<file path="src/rtl/tck_pkg.sv">
// package: register map, field layout, reset values and divider table of the tick counter
package tck_pkg;

    ////////////////////////////////////////////////////////////////////////////
    // bus, counter and prescaler widths
    localparam int ADDR_W = 16;
    localparam int DATA_W = 8;
    localparam int CNT_W  = 16;
    localparam int PS_W   = 11;

    ////////////////////////////////////////////////////////////////////////////
    // register indices, byte address is four times the index
    localparam logic [ADDR_W-1:0] IDX_CTRL      = 16'h306A;
    localparam logic [ADDR_W-1:0] IDX_CFG       = 16'h306B;
    localparam logic [ADDR_W-1:0] IDX_LIMIT_HI  = 16'h306C;
    localparam logic [ADDR_W-1:0] IDX_LIMIT_LO  = 16'h306D;
    localparam logic [ADDR_W-1:0] IDX_COUNT_HI  = 16'h306E;
    localparam logic [ADDR_W-1:0] IDX_COUNT_LO  = 16'h306F;
    localparam logic [ADDR_W-1:0] IDX_IRQ_STAT  = 16'h3070;
    localparam logic [ADDR_W-1:0] IDX_IRQ_MASK  = 16'h3071;

    ////////////////////////////////////////////////////////////////////////////
    // field positions
    localparam int FLAG_BIT    = 7;
    localparam int IRQ_EN_BIT  = 6;
    localparam int TOG_EN_BIT  = 4;
    localparam int SRC_HI      = 7;
    localparam int SRC_LO      = 6;
    localparam int DIV_HI      = 2;
    localparam int DIV_LO      = 0;
    localparam int EVT_MATCH   = 0;

    ////////////////////////////////////////////////////////////////////////////
    // reset values and codes
    localparam logic [CNT_W-1:0]  LIMIT_RST = 16'h0000;
    localparam logic [1:0]        SRC_EXT   = 2'h0;
    localparam logic [1:0]        SRC_SLOW  = 2'h1;
    localparam logic [2:0]        DIV_OFF   = 3'h0;
    localparam logic [DATA_W-1:0] BYTE_RST  = 8'h00;

    // true when a byte address selects the given register index
    function automatic logic tck_hit(input logic [ADDR_W-1:0] addr,
                                     input logic [ADDR_W-1:0] idx);
        return addr == {idx[ADDR_W-3:0], 2'h0};
    endfunction : tck_hit

    // last prescaler count: divide-by minus one
    function automatic logic [PS_W-1:0] tck_div_last(input logic       src0,
                                                     input logic [2:0] code);
        logic [PS_W-1:0] r;
        r = 11'h000;
        unique case (code)
            3'h0: r = 11'h000;
            3'h1: r = src0 ? 11'h07F : 11'h000;
            3'h2: r = src0 ? 11'h0FF : 11'h001;
            3'h3: r = src0 ? 11'h1FF : 11'h003;
            3'h4: r = src0 ? 11'h3FF : 11'h007;
            3'h5: r = src0 ? 11'h7FF : 11'h00F;
            3'h6: r = src0 ? 11'h063 : 11'h01F;
            3'h7: r = src0 ? 11'h3E7 : 11'h03F;
        endcase
        return r;
    endfunction : tck_div_last

endpackage : tck_pkg

</file>
<file path="src/rtl/tck_ps_if.sv">
// interface: source tick and control into the prescaler, divided tick back
`timescale 1ns/1ps
interface tck_ps_if;
    logic       src_tick;
    logic       clear;
    logic [2:0] div_sel;
    logic       src_bit0;
    logic       ps_tick;

    modport ctl (output src_tick, output clear, output div_sel, output src_bit0,
                 input ps_tick);
    modport ps  (input src_tick, input clear, input div_sel, input src_bit0,
                 output ps_tick);
endinterface : tck_ps_if

</file>
<file path="src/rtl/tck_counter.sv">
// module: periodic tick counter top, register slave, prescaler and match logic
//
// Behaviour
// 16-bit limit in two bytes; on match count restarts at zero, flag sets
// limit zero sets the flag on every prescaler tick
// count readable as two bytes; writes to them are ignored
// count clears on reset, limit write, or changed source or divider
// after reset: stopped, count and limit zero, divider off, external source
// counting starts with non-zero divider code; zero halts the prescaler
// source 00 external, 01 slow 1 kHz, 10 and 11 bus clock
// writing a different source clears prescaler and count
// writing a different divider clears prescaler and count
// divider 0 is off; slow source codes 6 and 7 give 100 ms, 1 s
// count steps once per prescaler tick up to the limit, then wraps
// flag sets on the step from the limit back to zero
// new limit is buffered, loaded on wrap or non-zero divider select
// interrupt asserted while flag and its enable are both set
// writing one to the flag bit clears it; zero is ignored
// with output enabled, pin inverts on every wrap
// any limit from 0000 to FFFF is accepted
// divides 1..64 for even sources, 128..2048, 100, 1000 for odd
// oscillator edges are synchronised before they reach the counter
`timescale 1ns/1ps
module tck_counter
(
    // clock and reset
    input  wire logic                          clk,
    input  wire logic                          sys_rst,
    // register port
    input  wire logic [tck_pkg::ADDR_W-1:0]    addr,
    input  wire logic [tck_pkg::DATA_W-1:0]    wdata,
    input  wire logic                          wr_en,
    input  wire logic                          rd_en,
    output logic      [tck_pkg::DATA_W-1:0]    rdata,
    // oscillator pins
    input  wire logic                          external_osc,
    input  wire logic                          internal_slow_osc,
    // outputs
    output logic                               toggle_out,
    output logic                               irq
);
    import tck_pkg::*;

    ////////////////////////////////////////////////////////////////////////////
    // state
    logic [CNT_W-1:0]  count_q;
    logic [CNT_W-1:0]  count_d;
    logic [CNT_W-1:0]  limit_buf_q;
    logic [CNT_W-1:0]  limit_buf_d;
    logic [CNT_W-1:0]  limit_q;
    logic [CNT_W-1:0]  limit_d;
    logic [1:0]        src_q;
    logic [2:0]        div_q;
    logic              match_flag_q;
    logic              match_flag_d;
    logic              irq_en_q;
    logic              tog_en_q;
    logic              stat_q;
    logic              stat_d;
    logic              mask_q;
    logic [DATA_W-1:0] rd_mux;
    logic              ext_rise;
    logic              slow_rise;

    tck_ps_if ps_bus ();

    ////////////////////////////////////////////////////////////////////////////
    // oscillator synchronisers
    tck_sync_edge u_ext_sync
    (
        .clk     (clk),
        .sys_rst (sys_rst),
        .pin     (external_osc),
        .rise    (ext_rise)
    );

    tck_sync_edge u_slow_sync
    (
        .clk     (clk),
        .sys_rst (sys_rst),
        .pin     (internal_slow_osc),
        .rise    (slow_rise)
    );

    ////////////////////////////////////////////////////////////////////////////
    // address decode
    wire logic wr_ctrl   = wr_en & tck_hit(addr, IDX_CTRL);
    wire logic wr_cfg    = wr_en & tck_hit(addr, IDX_CFG);
    wire logic wr_lim_hi = wr_en & tck_hit(addr, IDX_LIMIT_HI);
    wire logic wr_lim_lo = wr_en & tck_hit(addr, IDX_LIMIT_LO);
    wire logic wr_cnt    = wr_en & (tck_hit(addr, IDX_COUNT_HI)
                                    | tck_hit(addr, IDX_COUNT_LO));
    wire logic wr_mask   = wr_en & tck_hit(addr, IDX_IRQ_MASK);
    wire logic rd_stat   = rd_en & tck_hit(addr, IDX_IRQ_STAT);
    wire logic wr_lim    = wr_lim_hi | wr_lim_lo;

    // new source and divider fields as written
    wire logic [1:0] src_w = wdata[SRC_HI:SRC_LO];
    wire logic [2:0] div_w = wdata[DIV_HI:DIV_LO];

    // a config write that changes source or divider
    wire logic cfg_change = wr_cfg & ((src_w != src_q) | (div_w != div_q));

    // non-zero divider selection reloads the compare value
    wire logic div_start = wr_cfg & (div_w != DIV_OFF);

    // write causes that zero the count: limit write or config change; wrap and reset zero it separately
    wire logic count_clear = wr_lim | cfg_change;

    ////////////////////////////////////////////////////////////////////////////
    // source selection into the prescaler
    assign ps_bus.src_tick = (src_q == SRC_EXT)  ? ext_rise :
                             (src_q == SRC_SLOW) ? slow_rise :
                             1'b1;
    assign ps_bus.clear    = cfg_change;
    assign ps_bus.div_sel  = div_q;
    assign ps_bus.src_bit0 = src_q[0];

    tck_prescaler u_prescaler
    (
        .clk     (clk),
        .sys_rst (sys_rst),
        .p       (ps_bus.ps)
    );

    wire logic ps_tick = ps_bus.ps_tick;

    ////////////////////////////////////////////////////////////////////////////
    // compare and wrap
    wire logic at_limit = count_q == limit_q;
    wire logic wrap     = ps_tick & at_limit & ~count_clear;

    // count next value, clear beats stepping
    assign count_d = count_clear ? '0 :
                     ~ps_tick    ? count_q :
                     at_limit    ? '0 : count_q + 16'h0001;

    // limit buffer takes bytes as software writes them
    assign limit_buf_d = {wr_lim_hi ? wdata : limit_buf_q[15:8],
                          wr_lim_lo ? wdata : limit_buf_q[7:0]};

    // active compare value loads on wrap or divider start
    assign limit_d = (wrap | div_start) ? limit_buf_d : limit_q;

    ////////////////////////////////////////////////////////////////////////////
    // flags, set wins over clear
    assign match_flag_d = wrap | (match_flag_q & ~(wr_ctrl & wdata[FLAG_BIT]));
    assign stat_d       = wrap | (stat_q & ~rd_stat);

    ////////////////////////////////////////////////////////////////////////////
    // read data
    assign rd_mux =
        tck_hit(addr, IDX_CTRL)     ? {match_flag_q, irq_en_q, 1'b0, tog_en_q, 4'h0} :
        tck_hit(addr, IDX_CFG)      ? {src_q, 3'h0, div_q} :
        tck_hit(addr, IDX_LIMIT_HI) ? limit_buf_q[15:8] :
        tck_hit(addr, IDX_LIMIT_LO) ? limit_buf_q[7:0] :
        tck_hit(addr, IDX_COUNT_HI) ? count_q[15:8] :
        tck_hit(addr, IDX_COUNT_LO) ? count_q[7:0] :
        tck_hit(addr, IDX_IRQ_STAT) ? {7'h00, stat_q} :
        tck_hit(addr, IDX_IRQ_MASK) ? {7'h00, mask_q} :
        BYTE_RST;

    ////////////////////////////////////////////////////////////////////////////
    // counter and compare registers
    always_ff @(posedge clk)
    begin
        if (sys_rst)
        begin
            count_q     <= '0;
            limit_buf_q <= LIMIT_RST;
            limit_q     <= LIMIT_RST;
        end
        else
        begin
            count_q     <= count_d;
            limit_buf_q <= limit_buf_d;
            limit_q     <= limit_d;
        end
    end

    // configuration registers, only differences restart the chain
    always_ff @(posedge clk)
    begin
        if (sys_rst)
        begin
            src_q <= SRC_EXT;
            div_q <= DIV_OFF;
        end
        else if (wr_cfg)
        begin
            src_q <= src_w;
            div_q <= div_w;
        end
    end

    // control bits and flag
    always_ff @(posedge clk)
    begin
        if (sys_rst)
        begin
            match_flag_q <= 1'b0;
            irq_en_q     <= 1'b0;
            tog_en_q     <= 1'b0;
        end
        else
        begin
            match_flag_q <= match_flag_d;
            if (wr_ctrl)
            begin
                irq_en_q <= wdata[IRQ_EN_BIT];
                tog_en_q <= wdata[TOG_EN_BIT];
            end
        end
    end

    // sticky event status and its mask
    always_ff @(posedge clk)
    begin
        if (sys_rst)
        begin
            stat_q <= 1'b0;
            mask_q <= 1'b0;
        end
        else
        begin
            stat_q <= stat_d;
            if (wr_mask)
                mask_q <= wdata[EVT_MATCH];
        end
    end

    // outputs straight from flops
    always_ff @(posedge clk)
    begin
        if (sys_rst)
        begin
            rdata      <= BYTE_RST;
            toggle_out <= 1'b0;
            irq        <= 1'b0;
        end
        else
        begin
            rdata      <= rd_en ? rd_mux : BYTE_RST;
            toggle_out <= toggle_out ^ (wrap & tog_en_q);
            irq        <= (match_flag_q & irq_en_q) | (stat_q & mask_q);
        end
    end
endmodule : tck_counter

</file>
<file path="src/rtl/tck_prescaler.sv">
// module: binary and decimal prescaler driven by source tick enables
`timescale 1ns/1ps
module tck_prescaler
(
    // clock and reset
    input  wire logic clk,
    input  wire logic sys_rst,
    // control and divided tick
    tck_ps_if.ps      p
);
    import tck_pkg::*;

    logic [PS_W-1:0] cnt_q;
    logic [PS_W-1:0] cnt_d;
    logic            tick_d;
    wire  logic      run      = p.div_sel != DIV_OFF;
    wire  logic [PS_W-1:0] last_v = tck_div_last(p.src_bit0, p.div_sel);
    wire  logic      at_last  = cnt_q == last_v;

    // count source ticks, pulse on the last one
    assign tick_d = run & p.src_tick & at_last & ~p.clear;
    assign cnt_d  = (p.clear | ~run) ? '0 :
                    ~p.src_tick ? cnt_q :
                    at_last ? '0 : cnt_q + 11'h001;

    always_ff @(posedge clk)
    begin
        if (sys_rst)
        begin
            cnt_q     <= '0;
            p.ps_tick <= 1'b0;
        end
        else
        begin
            cnt_q     <= cnt_d;
            p.ps_tick <= tick_d;
        end
    end
endmodule : tck_prescaler

</file>
<file path="src/rtl/tck_sync_edge.sv">
// module: two-flop synchroniser with rising-edge pulse for an oscillator pin
`timescale 1ns/1ps
module tck_sync_edge
(
    // clock and reset
    input  wire logic clk,
    input  wire logic sys_rst,
    // pin and edge
    input  wire logic pin,
    output logic      rise
);
    logic meta_q;
    logic sync_q;
    logic last_q;

    // meta_q feeds sync_q only
    always_ff @(posedge clk)
    begin
        if (sys_rst)
        begin
            meta_q <= 1'b0;
            sync_q <= 1'b0;
            last_q <= 1'b0;
            rise   <= 1'b0;
        end
        else
        begin
            meta_q <= pin;
            sync_q <= meta_q;
            last_q <= sync_q;
            rise   <= sync_q & ~last_q;
        end
    end
endmodule : tck_sync_edge

</file>
<file path="config.mk">
export PLATFORM = sky130hd
export DESIGN_NAME = tck_counter
export DESIGN_NICKNAME = d
export VERILOG_FILES = /design/src/rtl/tck_pkg.sv /design/src/rtl/tck_ps_if.sv /design/src/rtl/tck_counter.sv /design/src/rtl/tck_prescaler.sv /design/src/rtl/tck_sync_edge.sv
export SDC_FILE = /design/constraint.sdc
export NUM_CORES = 1
export LEC_CHECK = 0
export ABC_AREA = 1
export BUFFER_PORTS_ARGS = -buffer_cell sky130_fd_sc_hd__buf_2
export CAP_MARGIN = 5
export CORE_MARGIN = 3
export CORE_UTILIZATION = 55
export DETAILED_ROUTE_END_ITERATION = 8
export GPL_TIMING_DRIVEN = 0
export PLACE_DENSITY_LB_ADDON = 0.08
export SETUP_SLACK_MARGIN = 0.3
export SYNTH_ARGS = -nofsm -noshare
export SYNTH_HDL_FRONTEND = slang
export SYNTH_SLANG_ARGS = --single-unit
</file>
<file path="constraint.sdc">
create_clock -name clk -period 5.42 [get_ports clk]
set_clock_uncertainty 0.05 [all_clocks]
set_input_delay 1.084 -clock clk [delete_from_list [all_inputs] [get_ports clk]]
set_output_delay 1.084 -clock clk [all_outputs]
set_load 0.02 [all_outputs]
</file>
==> flow_metrics.tcl, run 1 <==
set metrics [dict create \
    status "finished clean" \
    synth_area_leader_cell "dfxtp_1" \
    drive_gt1_share_pct 17.8 \
    htreeDepth 3 \
    worstHoldEndpoint "u_ext_sync.rise" \
    place_ws_ns 2.59 \
    cts_hold_buf 0 \
    place.gp.congestion 0.951 \
    numCtsBuffers 9 \
    via_per_inst 5.33 \
    start_util_pct 56.9 \
    grt_max_degree 19 \
    r2r_slack_ns 3.35 \
    clockBufferDepth 2 \
    die_h_um 101 \
    final_hold_viol_count 0 \
    syn-cell-area_um2 4980 \
    ys.flop_type "dfxtp_1" \
    drt_iter0_drc 224 \
    clk_pin_slew_ns 0.10 \
    grt_overflow 0 \
    setup_viol 0 \
    cp-end-kind "flop" \
    avgSynthCellArea_um2 6.80 \
    cellPowerDensity_nw_per_um2 212 \
    synthCells 733 \
    nNetsFinal 813 \
    synthArstFlopShare_pct 0 \
    final_antenna_net_count 0 \
    drv_slew 0 \
    synth_seq_cells 88 \
    cp.arrival_ns 2.68 \
    leakage_uw 0.00229 \
    fillers 817 \
    worstPathRequired_ns 5.64 \
    cp_max_fo 10 \
    area_delta_synth_final_pct 10.3 \
    antenna_found_initial 0 \
    hp-class "reg -> reg" \
    clock-sinks 88 \
    cts_tree "done" \
    cap_violations 0 \
    layout_min_cycle_time_ns 2.46 \
    synth.distinct_cells 45 \
    fin_setup_tns_ns 0 \
    port_buffers 37 \
    final_core_util_pct 62.7 \
    regToRegStartpoint "src_q[0]" \
    synth.net_count 765 \
    max_slew_margin_pct 53.3 \
    ir_drop_mv 0.129 \
    clock_latency_ns 0.37 \
    grt_pass1_vias 4316 \
    die_w_um 101 \
    min-delay-start "u_ext_sync.last_q" \
    seq_area_frac_synth_pct 35.4 \
    io_pins 40 \
    hold_depth 1 \
    diodes 0 \
    synth.most_common_cell "nand2_1" \
    place_hpwl_um 10000 \
    die_area_um2 10200 \
    grt_pass1_wl_um 21000 \
    synthTopCellsByArea "dfxtp_1 35%, nand2_1 12%, nor2_1 7.7%" \
    finalCritPeriodShare_pct 45.4 \
    clock-root-buffer "clkbuf_8" \
    wl_per_cell_um 14.4 \
    core_um2 8760 \
    placementRows 34 \
    reg2reg_to "u_prescaler.cnt_q[9]" \
    post_cts_resized 0 \
    worst_pin_slew_ns 0.701 \
    worstSetupPathType "in -> reg" \
    synth_edf_count 0 \
    first_pass_iters 5 \
    max_clock_freq_mhz 407 \
    wirelength_um 12900 \
    reg2reg_depth 11 \
    worst_slack_ns 2.96 \
    synth_top_cells_by_count "165 x nand2_1, 102 x nor2_1, 97 x inv_1" \
    synth_top_area_share_pct 35.4 \
    rsz0062_at_grt "false" \
    drc 0 \
    critPathLaunchType "primary input" \
    post_cts_buffers 0 \
    via_count 4762 \
    track_usage_pct 26.1 \
    yosysWarnings 0 \
]
## cell usage in the layout, fill, tap and decap left out, types with 2 or more instances in the layout
cell type / synthesis / final
nor2_1: 102 / 102
clkbuf_1: 7 / 7
inv_2: 19 / 19
dfxtp_1: 88 / 88
nand3_2: 12 / 12
buf_6: 5 / 5
o221ai_1: 5 / 5
nand2_2: 6 / 6
o21ai_1: 20 / 20
ha_1: 2 / 2
nor2_4: 4 / 4
buf_2: 4 / 41
nand4_2: 4 / 4
a211oi_1: 3 / 3
xnor2_1: 6 / 6
nand4_4: 2 / 2
clkbuf_8: 0 / 9
nand3_1: 35 / 35
or2_2: 2 / 2
inv_8: 0 / 3
nor2_2: 7 / 7
o22ai_1: 4 / 4
a21oi_2: 12 / 12
nor3b_1: 3 / 3
a21oi_1: 33 / 33
nor3_1: 11 / 11
xor2_1: 16 / 16
nand2_1: 165 / 165
inv_1: 97 / 97
nor3_2: 4 / 4
or2_1: 3 / 3
o21ai_0: 26 / 26
nand4_1: 12 / 12
inv_6: 0 / 3
## how the worst max path moves through the flow
| stage | startpoint | to | slack (ns) | cells past startpoint |
|---|---|---|---|---|
| final | addr[4] | count_q[12] | 2.96 | 12 |
| after global routing | addr[6] | count_q[12] | 2.79 | 12 |
| after CTS | addr[13] | count_q[12] | 2.98 | 12 |
| after detailed placement | addr[13] | count_q[12] | 2.59 | 12 |
| after global placement | addr[13] | count_q[12] | 2.61 | 15 |
| after floorplan | addr[13] | count_q[12] | 2.92 | 14 |
## layout make-up
type	instances	area (um^2)	area share, %
sequential	88	1760	32.1
inverter	117	440	8.01
timing repair buffer	37	185	3.37
tap	108	135	2.46
clock buffer	9	124	2.25
multi-input combinational	510	2670	48.5
clock inverter	7	67.6	1.23
buffer	18	114	2.07
## state kept, by name (all words and copies together) (netlist names), 2 cells and up
signal,flops
count_q,16
limit_buf_q,16
limit_q,16
u_prescaler.cnt_q,11
rdata,8
div_q,3
src_q,2
## where the power goes
| group | switching (uW) | total (uW) | internal (uW) |
|---|---|---|---|
| clock network | 282 | 463 | 182 |
| logic | 36.8 | 52.7 | 15.9 |
| registers | 0.529 | 649 | 648 |
## critical path, stage by stage
cell      delay (ns)
buf_2           0.11
inv_1           0.06
nand4_1         0.15
nor2_1          0.19
nand3_2         0.21
nor2_4          0.23
nand2_1         0.11
nand2_1         0.14
nor2_2          0.07
clkinv_2        0.09
buf_6           0.16
nor2_1          0.06
## per-layer routing
metal | wire, um | global-route usage [%] | vias up | part of all wire [%]
li1 | - | - | 2426 | -
met1 | 5780 | 34.4 | 2157 | 45
met2 | 6090 | 43.6 | 157 | 47
met3 | 783 | 5.37 | 22 | 6.1
met4 | 222 | 6.75 | 0 | 1.7
met5 | 0 | 0 | - | 0
## stage by stage
step	instances	hold slack (ns)	instance area, um^2	total power (uW)
after global placement	878	0.325	5300	715
final	894	0.354	5500	1160
after global routing	894	0.360	5500	1200
after CTS	894	0.356	5500	1170
after detailed placement	878	0.342	5300	716
after floorplan	733	0.323	4980	693
## cell families after synthesis
logic type	count (synthesis)	share of synthesized area (%)
and+or+nand+nor	379	36.7
xor gates and xnor gates	22	3.87
adders and majority gates	2	0.502
DFF	88	35.4
AOI/OAI and AO/OA	107	12.5
buffers and inverters	135	11.1
Note: power is estimated with default switching activity, not from simulation.
==> run 2, diff against run 1 <==
Settings changed: CORE_UTILIZATION 55 to 54.
Clock period 5.42 ns to 2.1 ns, I/O delays scaled along.
==> run 2 against run 1 <==
Effect of this change:
- combinational power grew to 3.1 times the previous value
- first-iteration DRC count grew 48%
- total power grew to 2.8 times the previous value
- utilization grew 7.7 points
- cell area grew 13%
==> flow_metrics.tcl, run 2 (same netlist as run 1, synthesis figures left out) <==
set metrics [dict create \
    r2r_slack_ns 0.29 \
    via_per_inst 5.43 \
    finalCritPeriodShare_pct 86.0 \
    top_regs "count_q (16), limit_buf_q (16), limit_q (16)" \
    clock-sinks 88 \
    die_area_um2 10400 \
    cellPowerDensity_nw_per_um2 519 \
    design_area_um2 6230 \
    clock-root-buffer "clkbuf_8" \
    cp.arrival_ns 2.07 \
    worst_pin_slew_ns 0.694 \
    place.gp.congestion 0.917 \
    min-delay-start "external_osc" \
    max_slew_margin_pct 53.7 \
    io_pins 40 \
    first_pass_iters 5 \
    grt_pass1_wl_um 21800 \
    final_antenna_net_count 0 \
    seqPwrFrac_pct 51.5 \
    final_hold_viol_count 0 \
    placementRows 34 \
    core_um2 8850 \
    antenna_found_initial 0 \
    grt_pass1_vias 4434 \
    grt_max_degree 17 \
    leakage_uw 0.00270 \
    wirelength_um 14000 \
    drv_slew 0 \
    placed_area_um2 5330 \
    start_util_pct 56.3 \
    die_w_um 102 \
    power_switching_uw 794 \
    critPathLaunchType "flop" \
    worstSetupPathType "reg -> reg" \
    track_usage_pct 26.8 \
    worstHoldEndpoint "u_ext_sync.meta_q" \
    area_delta_synth_final_pct 25.1 \
    final_common_cell "nand2_1" \
    final_core_util_pct 70.4 \
    via_count 4993 \
    p_comb_share_pct 5.0 \
    hp-class "in -> reg" \
    htreeDepth 3 \
    drt_iter0_drc 332 \
    clock_latency_ns 0.37 \
    numCtsBuffers 9 \
    grt_overflow 0 \
    p_int_uw 2440 \
    clockBufferDepth 2 \
    port_buffers 37 \
    final_cell_mix "137 x nand2_1, 89 x inv_1, 87 x nor2_1" \
    place_hpwl_um 10100 \
    layout_min_cycle_time_ns 1.81 \
    nNetsFinal 839 \
    fin_setup_tns_ns 0 \
    reg2reg_to "limit_q[2]" \
    worstPathRequired_ns 2.36 \
    diodes 0 \
    drive_gt1_share_pct 32.3 \
    cts_hold_buf 0 \
    p_sw_share_pct 24.6 \
    clkPwrFrac_pct 43.5 \
    status "finished clean" \
    regToRegStartpoint "div_q[0]" \
    cp-end-kind "flop" \
    hold_depth 3 \
    drc 0 \
    setup_viol 0 \
    wl_per_cell_um 15.2 \
    cap_violations 0 \
    whs_ns 0.191 \
    max_clock_freq_mhz 554 \
    cp_max_fo 8 \
    rsz0062_at_grt "true" \
    reg2reg_depth 13 \
    cts_tree "done" \
    die_h_um 102 \
    ir_drop_mv 0.412 \
    p_total_uw 3230 \
    clk_pin_slew_ns 0.10 \
]
[run 2: cell types whose count changed in the layout (fill, tap and decap cells not counted), sizes merged]
cell,delta
clkinv,+1
clkbuf,+2
clkinvlp,-1
inv,-3
buf,+25
bufinv,+2
[run 2: final cells by class]
cell class / instances / area, um^2
multi-input cells: 510 / 3030
fillers: 755 / 2620
flip-flops and latches: 88 / 1810
inverters: 117 / 464
repair buffers: 63 / 407
plain buffers: 18 / 150
clock buffers: 10 / 138
well taps: 108 / 135
clock inverters: 6 / 97.6
[run 2: stage by stage]
stage / worst slack (ns) / cells
6_report: 0.294 / 920
5_1_grt: 0.172 / 920
4_1_cts: 0.290 / 904
3_5_place_dp: -0.105 / 878
3_3_place_gp: -0.0635 / 878
2_1_floorplan: 0.274 / 733
[run 2: power by group through the flow]
stage | clock network, uW | registers [uW] | logic, uW
finish | 1410 | 1660 | 162
floorplan | 0 | 1710 | 78.7
global placement | 0 | 1710 | 136
CTS | 1410 | 1670 | 145
detailed placement | 0 | 1710 | 140
global route | 1480 | 1670 | 176
[run 2: layer usage]
metal,vias to the layer above,track usage (%),wire length [um]
met5,-,0,0
met4,0,7.27,393
met3,34,5.87,804
met2,174,44.1,6650
met1,2310,35.7,6110
li1,2475,-,-
[run 2: worst max path at each step]
stage              from  slack [ns]              endpoint  cells past startpoint
3_5_place_dp    addr[8]       -0.10            count_q[5]                     13
2_1_floorplan   addr[8]        0.27            count_q[5]                     15
5_1_grt        div_q[1]        0.17  u_prescaler.cnt_q[0]                     11
3_3_place_gp    addr[8]       -0.06            count_q[5]                     13
4_1_cts        div_q[2]        0.29  u_prescaler.cnt_q[9]                     10
6_report       div_q[0]        0.29            limit_q[2]                     13
[run 2: timing repair]
item	4_1_cts	5_1_grt
setup endpoints to repair	35	55
resized for setup	33	118
pin swaps	6	33
gates cloned	1	2
buffers inserted	9	14
[run 2: critical path: stages, from the launching register on]
cell and delay, ns:
dfxtp_2 0.33, buf_6 0.14, inv_2 0.07, nand2_1 0.06
nand4_1 0.09, nor3_2 0.17, buf_4 0.16, nor2_2 0.05
nor2_4 0.13, nand2_8 0.09, nand2_8 0.10, buf_8 0.14
nand2_1 0.06, a21oi_2 0.11
